File: src/core/srs_pkg.sv
`default_nettype none

package srs_pkg;

	// ----------------------------------------------------------------
	// Timing
	// ----------------------------------------------------------------
	localparam int CLK_HZ = 20000000;
	// Time the bus bias must settle before the port decides to enable
	localparam int BIAS_SETTLE_NS = 1000;
	localparam int BIAS_SETTLE_CYC = (BIAS_SETTLE_NS * (CLK_HZ / 1000000) + 999) / 1000;

	// ----------------------------------------------------------------
	// Protocol fields and reset values
	// ----------------------------------------------------------------
	localparam int ADDR_W = 7;
	localparam int BYTE_W = 8;
	localparam int RW_BIT = 0;
	localparam logic [3:0] BITS_PER_BYTE = 4'h8;
	localparam logic [7:0] PTR_RESET = 8'h00;
	// Value is arbitrary
	localparam logic [6:0] SLAVE_ADDR_DEFAULT = 7'h2c;
	// Pointers at or above this reach run-time registers
	localparam logic [7:0] RUNTIME_BASE_DEFAULT = 8'hc0;

	typedef enum logic [3:0] {
		SRS_OFF,
		SRS_IDLE,
		SRS_ADDR,
		SRS_PTR,
		SRS_WDATA,
		SRS_RFETCH,
		SRS_RDATA,
		SRS_RACK,
		SRS_IGNORE
	} srs_state_e;

endpackage

`default_nettype wire

File: src/core/srs_buffer.sv
`default_nettype none

// ------------------------------------------------------------------
// Shift-style buffer: head entry always in slot 0
// ------------------------------------------------------------------
module srs_buffer #(
	parameter int WIDTH = 16,
	parameter int DEPTH = 2
) (
	input wire logic clk_i,
	input wire logic rst_n_i,
	input wire logic in_valid_i,
	input wire logic [WIDTH-1:0] in_data_i,
	output logic in_ready_o,
	output logic out_valid_o,
	output logic [WIDTH-1:0] out_data_o,
	input wire logic out_ready_i
);

	logic [WIDTH-1:0] slot_reg [DEPTH];
	logic [DEPTH-1:0] vld_reg;
	logic pop;
	logic push;

	assign pop = vld_reg[0] & out_ready_i;
	assign push = in_valid_i & in_ready_o;
	assign in_ready_o = ~vld_reg[DEPTH-1];
	assign out_valid_o = vld_reg[0];
	assign out_data_o = slot_reg[0];

	genvar gi;
	generate
		for (gi = 0; gi < DEPTH; gi++) begin : g_slot
			logic up_v;
			logic low_v;
			logic cur_v;
			logic [WIDTH-1:0] up_d;
			if (gi == DEPTH - 1) begin : g_top
				assign up_v = 1'b0;
				assign up_d = slot_reg[gi];
			end else begin : g_mid
				assign up_v = vld_reg[gi+1];
				assign up_d = slot_reg[gi+1];
			end
			if (gi == 0) begin : g_first
				assign low_v = 1'b1;
			end else begin : g_rest
				assign low_v = pop ? vld_reg[gi] : vld_reg[gi-1];
			end
			assign cur_v = pop ? up_v : vld_reg[gi];
			always_ff @(posedge clk_i) begin
				if (!rst_n_i) begin
					vld_reg[gi] <= 1'b0;
				end else begin
					if (push && !cur_v && low_v) begin
						vld_reg[gi] <= 1'b1;
						slot_reg[gi] <= in_data_i;
					end else begin
						vld_reg[gi] <= cur_v;
						if (pop) begin
							slot_reg[gi] <= up_d;
						end
					end
				end
			end
		end
	endgenerate
endmodule

`default_nettype wire

File: src/core/srs_slave.sv
`default_nettype none

// What this block does
// - First byte after write address loads the 8-bit register pointer.
// - Each later write byte not refused by the configuration lock stores at pointer, is acked, then pointer increments.
// - Write burst continues into successive registers until a Stop.
// - Each read byte returns register at pointer, then pointer increments.
// - Host nacks last read byte; device then releases the data line.
// - Without Stop, read opens with Repeated Start; pointer kept either way.
// - Port enabled only when both lines show pull-up bias.
// - Port stays disabled until the next reset if the data line is low when bias is sampled.
// - Host reads and writes run-time and memory-programming registers through port.
// - Configuration writes accepted only before hub attaches upstream.
module srs_slave #(
	parameter logic [6:0] SLAVE_ADDR = srs_pkg::SLAVE_ADDR_DEFAULT,
	parameter logic [7:0] RUNTIME_BASE = srs_pkg::RUNTIME_BASE_DEFAULT,
	parameter int BUF_DEPTH = 2
) (
	input wire logic clk_i,
	input wire logic rst_n_i,
	input wire logic serial_clock_line_i,
	output logic serial_clock_line_o,
	output logic serial_clock_line_oe_o,
	input wire logic serial_data_line_i,
	output logic serial_data_line_o,
	output logic serial_data_line_oe_o,
	input wire logic hub_attached_i,
	output logic port_enabled_o,
	output logic [7:0] pointer_o,
	output logic rd_req_o,
	output logic [7:0] rd_addr_o,
	input wire logic rd_valid_i,
	input wire logic [7:0] rd_data_i,
	output logic wr_valid_o,
	output logic [7:0] wr_addr_o,
	output logic [7:0] wr_data_o,
	input wire logic wr_ready_i
);

	srs_pkg::srs_state_e state_reg;
	logic scl_q_reg;
	logic sda_q_reg;
	logic [7:0] shift_reg;
	logic [3:0] bit_cnt_reg;
	logic ack_phase_reg;
	logic read_next_reg;
	logic mack_reg;
	logic [7:0] ptr_reg;
	logic sda_oe_reg;
	logic scl_oe_reg;
	logic rd_req_reg;
	logic [15:0] settle_reg;
	logic en_reg;

	logic scl_rise;
	logic scl_fall;
	logic start_det;
	logic stop_det;
	logic byte_done;
	logic addr_match;
	logic cfg_locked;
	logic push;
	logic buf_ready;
	logic [15:0] buf_out;

	// ----------------------------------------------------------------
	// Line edges and bus conditions
	// ----------------------------------------------------------------
	always_ff @(posedge clk_i) begin
		if (!rst_n_i) begin
			scl_q_reg <= 1'b1;
			sda_q_reg <= 1'b1;
		end else begin
			scl_q_reg <= serial_clock_line_i;
			sda_q_reg <= serial_data_line_i;
		end
	end

	assign scl_rise = serial_clock_line_i & ~scl_q_reg;
	assign scl_fall = ~serial_clock_line_i & scl_q_reg;
	assign start_det = sda_q_reg & ~serial_data_line_i & serial_clock_line_i & scl_q_reg;
	assign stop_det = ~sda_q_reg & serial_data_line_i & serial_clock_line_i & scl_q_reg;
	assign byte_done = (bit_cnt_reg == srs_pkg::BITS_PER_BYTE) & ~ack_phase_reg;
	assign addr_match = shift_reg[7:1] == SLAVE_ADDR;
	assign cfg_locked = hub_attached_i & (ptr_reg < RUNTIME_BASE);
	// A stalled byte is pushed later, while the clock is still stretched
	assign push = (state_reg == srs_pkg::SRS_WDATA) & (scl_fall | scl_oe_reg) & byte_done
		& ~cfg_locked & buf_ready;

	// ----------------------------------------------------------------
	// Bias detection after reset
	// ----------------------------------------------------------------
	always_ff @(posedge clk_i) begin
		if (!rst_n_i) begin
			settle_reg <= 16'h0000;
			en_reg <= 1'b0;
		end else if (settle_reg < 16'(srs_pkg::BIAS_SETTLE_CYC)) begin
			settle_reg <= settle_reg + 16'h0001;
			if (settle_reg == 16'(srs_pkg::BIAS_SETTLE_CYC - 1)) begin
				en_reg <= serial_data_line_i & serial_clock_line_i;
			end
		end
	end

	// ----------------------------------------------------------------
	// Protocol state machine
	// ----------------------------------------------------------------
	always_ff @(posedge clk_i) begin
		if (!rst_n_i) begin
			state_reg <= srs_pkg::SRS_OFF;
			shift_reg <= 8'h00;
			bit_cnt_reg <= 4'h0;
			ack_phase_reg <= 1'b0;
			read_next_reg <= 1'b0;
			mack_reg <= 1'b0;
			sda_oe_reg <= 1'b0;
			scl_oe_reg <= 1'b0;
			rd_req_reg <= 1'b0;
		end else begin
			rd_req_reg <= 1'b0;
			if (state_reg == srs_pkg::SRS_OFF) begin
				if (en_reg) begin
					state_reg <= srs_pkg::SRS_IDLE;
				end
			end else if (stop_det) begin
				state_reg <= srs_pkg::SRS_IDLE;
				sda_oe_reg <= 1'b0;
				scl_oe_reg <= 1'b0;
				ack_phase_reg <= 1'b0;
			end else if (start_det) begin
				state_reg <= srs_pkg::SRS_ADDR;
				bit_cnt_reg <= 4'h0;
				ack_phase_reg <= 1'b0;
				sda_oe_reg <= 1'b0;
				scl_oe_reg <= 1'b0;
			end else begin
				case (state_reg)
					srs_pkg::SRS_IDLE, srs_pkg::SRS_IGNORE: begin
						sda_oe_reg <= 1'b0;
					end
					srs_pkg::SRS_ADDR, srs_pkg::SRS_PTR, srs_pkg::SRS_WDATA: begin
						if (scl_rise && !ack_phase_reg && bit_cnt_reg < srs_pkg::BITS_PER_BYTE) begin
							shift_reg <= {shift_reg[6:0], serial_data_line_i};
							bit_cnt_reg <= bit_cnt_reg + 4'h1;
						end else if (scl_fall && ack_phase_reg) begin
							sda_oe_reg <= 1'b0;
							ack_phase_reg <= 1'b0;
							bit_cnt_reg <= 4'h0;
							if (read_next_reg) begin
								state_reg <= srs_pkg::SRS_RFETCH;
								scl_oe_reg <= 1'b1;
								rd_req_reg <= 1'b1;
							end
						end else if ((scl_fall || scl_oe_reg) && byte_done) begin
							case (state_reg)
								srs_pkg::SRS_ADDR: begin
									if (addr_match) begin
										sda_oe_reg <= 1'b1;
										ack_phase_reg <= 1'b1;
										read_next_reg <= shift_reg[srs_pkg::RW_BIT];
										if (!shift_reg[srs_pkg::RW_BIT]) begin
											state_reg <= srs_pkg::SRS_PTR;
										end
									end else begin
										state_reg <= srs_pkg::SRS_IGNORE;
									end
								end
								srs_pkg::SRS_PTR: begin
									sda_oe_reg <= 1'b1;
									ack_phase_reg <= 1'b1;
									read_next_reg <= 1'b0;
									state_reg <= srs_pkg::SRS_WDATA;
								end
								default: begin
									if (cfg_locked) begin
										ack_phase_reg <= 1'b1;
										scl_oe_reg <= 1'b0;
									end else if (buf_ready) begin
										sda_oe_reg <= 1'b1;
										ack_phase_reg <= 1'b1;
										scl_oe_reg <= 1'b0;
									end else begin
										scl_oe_reg <= 1'b1;
									end
								end
							endcase
						end
					end
					srs_pkg::SRS_RFETCH: begin
						if (rd_valid_i) begin
							shift_reg <= rd_data_i;
							sda_oe_reg <= ~rd_data_i[7];
							bit_cnt_reg <= 4'h1;
							scl_oe_reg <= 1'b0;
							state_reg <= srs_pkg::SRS_RDATA;
						end
					end
					srs_pkg::SRS_RDATA: begin
						if (scl_fall) begin
							if (bit_cnt_reg == srs_pkg::BITS_PER_BYTE) begin
								sda_oe_reg <= 1'b0;
								state_reg <= srs_pkg::SRS_RACK;
							end else begin
								shift_reg <= {shift_reg[6:0], 1'b0};
								sda_oe_reg <= ~shift_reg[6];
								bit_cnt_reg <= bit_cnt_reg + 4'h1;
							end
						end
					end
					srs_pkg::SRS_RACK: begin
						if (scl_rise) begin
							mack_reg <= ~serial_data_line_i;
						end else if (scl_fall) begin
							if (mack_reg) begin
								state_reg <= srs_pkg::SRS_RFETCH;
								scl_oe_reg <= 1'b1;
								rd_req_reg <= 1'b1;
							end else begin
								state_reg <= srs_pkg::SRS_IDLE;
								sda_oe_reg <= 1'b0;
							end
						end
					end
					default: begin
						state_reg <= srs_pkg::SRS_IDLE;
					end
				endcase
			end
		end
	end

	// ----------------------------------------------------------------
	// Register pointer, shared by write and read transfers
	// ----------------------------------------------------------------
	always_ff @(posedge clk_i) begin
		if (!rst_n_i) begin
			ptr_reg <= srs_pkg::PTR_RESET;
		end else if (state_reg == srs_pkg::SRS_PTR && (scl_fall || scl_oe_reg) && byte_done) begin
			ptr_reg <= shift_reg;
		end else if (push) begin
			ptr_reg <= ptr_reg + 8'h01;
		end else if (state_reg == srs_pkg::SRS_RFETCH && rd_valid_i) begin
			ptr_reg <= ptr_reg + 8'h01;
		end
	end

	// ----------------------------------------------------------------
	// Write path through the buffer; a full buffer stretches the clock
	// ----------------------------------------------------------------
	srs_buffer #(
		.WIDTH(16),
		.DEPTH(BUF_DEPTH)
	) u_wbuf (
		.clk_i(clk_i),
		.rst_n_i(rst_n_i),
		.in_valid_i(push),
		.in_data_i({ptr_reg, shift_reg}),
		.in_ready_o(buf_ready),
		.out_valid_o(wr_valid_o),
		.out_data_o(buf_out),
		.out_ready_i(wr_ready_i)
	);

	assign wr_addr_o = buf_out[15:8];
	assign wr_data_o = buf_out[7:0];

	// ----------------------------------------------------------------
	// Outputs
	// ----------------------------------------------------------------
	always_ff @(posedge clk_i) begin
		if (!rst_n_i) begin
			serial_clock_line_o <= 1'b0;
			serial_data_line_o <= 1'b0;
		end else begin
			serial_clock_line_o <= 1'b0;
			serial_data_line_o <= 1'b0;
		end
	end

	assign serial_data_line_oe_o = sda_oe_reg;
	assign serial_clock_line_oe_o = scl_oe_reg;
	assign port_enabled_o = en_reg;
	assign pointer_o = ptr_reg;
	assign rd_req_o = rd_req_reg;
	assign rd_addr_o = ptr_reg;
endmodule

`default_nettype wire

File: config.mk
export PLATFORM = sky130hd
export DESIGN_NAME = srs_slave
export DESIGN_NICKNAME = d
export VERILOG_FILES = /design/src/core/srs_pkg.sv /design/src/core/srs_buffer.sv /design/src/core/srs_slave.sv
export SDC_FILE = /design/constraint.sdc
export NUM_CORES = 1
export LEC_CHECK = 0
export BUFFER_PORTS_ARGS = -buffer_cell sky130_fd_sc_hd__buf_2
export CAP_MARGIN = 15
export CORE_MARGIN = 3
export CORE_UTILIZATION = 44
export CTS_BUF_LIST = sky130_fd_sc_hd__clkbuf_4 sky130_fd_sc_hd__clkbuf_8 sky130_fd_sc_hd__clkbuf_16
export DETAILED_ROUTE_END_ITERATION = 12
export PLACE_DENSITY = 0.72
export SLEW_MARGIN = 20
export SYNTH_ARGS = -nofsm -noshare
export SYNTH_HDL_FRONTEND = slang
export SYNTH_SLANG_ARGS = --single-unit
File: constraint.sdc
create_clock -name clk_i -period 3 [get_ports clk_i]
set_input_delay 0.3 -clock clk_i [delete_from_list [all_inputs] [get_ports clk_i]]
set_output_delay 0.3 -clock clk_i [all_outputs]
set_load 0.005 [all_outputs]
==> impl_metrics.toml <==
[outcome]
status = "complete, no violations"

[worst_setup_path]
worst_r2r_path_depth = 5
worstSetupEndpointType = "flop"
required_ps = 3110
timing_worst_setup_path_type = "reg -> reg"
r2r_setup_slack_ps = 450
critical_path.startpoint_type = "flop"
crit_path_max_fanout = 22
regToRegEndpoint = "u_wbuf.slot_reg[0][14]"
critPathArrivalTime_ps = 2650
worst_r2r_startpoint = "state_reg[3]"

[clock_tree]
clock_tree_from_tritoncts = "yes"
clock_path_buffers = 2
clkSlewWorstSetupHoldPaths_ps = 90
tritoncts_num_sinks = 83
clock_tree.root_cell = "clkbuf_8"
postCtsResizedCells = 0
post-cts-setup-buffers = 0
numCtsBuffers = 9
cts_max_level = 3
worst_skew_pair.late_latency_ps = 350
postCtsHoldBufs = 0

[sta]
layout_setup_ws_ps = 453
timing.final.crit_period_ps = 2550
worstMarginPinSlew_ps = 856
timing.fmax_ghz = 0.393
timing.final.hold_violations = 0
timing.setup.tns_ps = 0
rsz0062_at_grt = "false"
relSlewSlack_pct = 42.6
finalMaxSlewViolations = 0
timing.clock.skew_ps = 11.3
post-route-period-util_pct = 84.9
setup-violations-final = 0

[floorplan]
io-pin-count = 54
start_util_pct = 46.0
die_w_um = 105
rows = 35
fp.dieArea_um2 = 11000
dieHeight_um = 105
floorplan.core_area_um2 = 9370

[yosys]
netlist_instances = 425
syn-cell-area_um2 = 4310
number_of_enable_type_register_cells_in_the_synthesized_netlist = 32
synth.distinct_cells = 77
ys_seq_elements = 83
yosys.area.top_type = "dfxtp_1"
count_of_warnings_emitted_by_yosys = 0
async_reset_ff_share_pct = 0
synth.most_common_cell = "dfxtp_1"
synth.yosys.seq_area_share_pct = 46.0
postSynth.topFlopCell = "dfxtp_1"
post_synth_main_area_contributors = "dfxtp_1 24%, edfxtp_1 22%, mux2i_1 4.2%, mux2_2 4.2%, and2_1 2.6%"
synth_largest_type_area_fraction_pct = 23.7
synth_commonest_cells = "51 x dfxtp_1, 32 x edfxtp_1, 29 x nor2_1"
average_cell_area_after_synthesis_um2 = 10.1

[grt]
grt_first_pass_wirelength_um = 17200
antenna_found_initial = 0
grt.total_usage_pct = 19.4
grt_pass1_vias = 3246
grt_remaining_overflow = 0
grt_max_degree = 32

[power_and_ir_drop]
finalPower_mw = 2.11
pwr_density_nw_per_um2 = 439
vdd.ir_drop.worst_mv = 0.265
static_leakage_nw = 1.71

[final_layout]
area_delta_synth_final_pct = 11.9
largest_register_ff_count = 32
layout.filler_cells = 844
post_route_cells_drive_above_1_share_pct = 24.0
num_antenna_cells = 0
design.final.nets = 480

[drt]
detailedRoute.firstIterationViolations = 234
post_drt_via_cell_ratio = 5.95
drt_wl_total_um = 10500
wl_per_cell_um = 17.6
drc = 0
drt-pass1-iter-count = 7
routed-via-count = 3538
drtAntennaViolNets = 0

[placement]
io_buffers = 51
gp_routability_congestion = 0.952
hpwlAfterDp_um = 7360
pre_cts_ws_ps = 468

[run]
cap_viol_max_count = 0

[hold_path]
hp-start = "serial_data_line_i"
holdPathStages = 2
min-delay-path-class = "in -> reg"
hold_path_end = "sda_q_reg"
[worst max-delay path, cell delays in order (launching register included)]
cell     delay (ps)
dfxtp_1         540
nor4b_4         560
nand2_1          90
or3_1           430
nand4_4         300
mux2_2          380
[cell usage in the layout (no fill, tap or decap), types with 6 or more instances in the layout]
cell type / count
a31oi_1: 8
buf_4: 9
inv_1: 9
edfxtp_1: 32
nor2_1: 29
nand3_1: 17
dfxtp_1: 51
nor3_1: 7
mux2i_1: 18
and2_1: 18
buf_2: 51
mux2_2: 16
nand2_1: 20
o21ai_0: 19
nand4_1: 6
clkbuf_8: 9
a311oi_1: 12
a21oi_1: 21
[cell type report]
class / instances / area, um2 / area share (%)
clock inverters: 5 / 38.8 / 0.805
clock buffers: 11 / 174 / 3.61
repair buffers: 60 / 323 / 6.70
inverters: 10 / 37.5 / 0.779
well taps: 129 / 161 / 3.35
flip-flops and latches: 83 / 1980 / 41.1
multi-input cells: 297 / 2100 / 43.6
[where the power goes]
group / internal [mW] / switching, mW / leakage [nW] / total [mW]
sequential: 1.17 / 0.0102 / 0.686 / 1.18
clock: 0.408 / 0.430 / 0.107 / 0.838
combinational: 0.0336 / 0.0661 / 0.912 / 0.0998
total: 1.61 / 0.507 / 1.71 / 2.11
[kinds of logic (layout without fill, tap and decap cells)]
group | after synthesis | count (layout) | share of synthesized area, %
xor+xnor | 5 | 5 | 1.02
mux | 34 | 34 | 8.37
simple gates | 144 | 144 | 20.2
compound gates | 108 | 108 | 17.8
flops | 83 | 83 | 46.0
other cells | 1 | 2 | 0.0871
buf+inv | 46 | 86 | 5.35
fa+ha+maj | 4 | 4 | 1.16
[worst max-delay path by stage]
stage / cells past startpoint / start / slack (ps) / end
5_1_grt: 5 / state_reg[3] / 200 / shift_reg[7]
6_report: 5 / state_reg[3] / 450 / u_wbuf.slot_reg[0][14]
3_3_place_gp: 6 / serial_clock_line_i / 520 / u_wbuf.slot_reg[0][1]
2_1_floorplan: 7 / bit_cnt_reg[0] / 80 / u_wbuf.slot_reg[1][0]
3_5_place_dp: 5 / state_reg[3] / 470 / u_wbuf.slot_reg[0][14]
4_1_cts: 5 / state_reg[3] / 470 / u_wbuf.slot_reg[0][14]
[stage by stage]
stage	instance area, um2	hold slack [ps]	utilization, %	std cells
4_1_cts	4820	295	51.4	595
3_5_place_dp	4610	447	49.2	579
2_1_floorplan	4310	430	-	426
6_report	4820	310	51.4	595
3_3_place_gp	4610	443	49.2	579
5_1_grt	4820	325	51.4	595
[routing by layer]
layer	track usage, %	routed length (um)	part of all wire [%]	vias to the layer above
li1	-	-	-	1686
met3	3.95	770	7.3	26
met1	28.1	4800	46	1664
met4	5.81	216	2.1	0
met5	0	0	0	-
met2	29.2	4690	45	162
No activity file was read; power rests on OpenSTA's default activity.
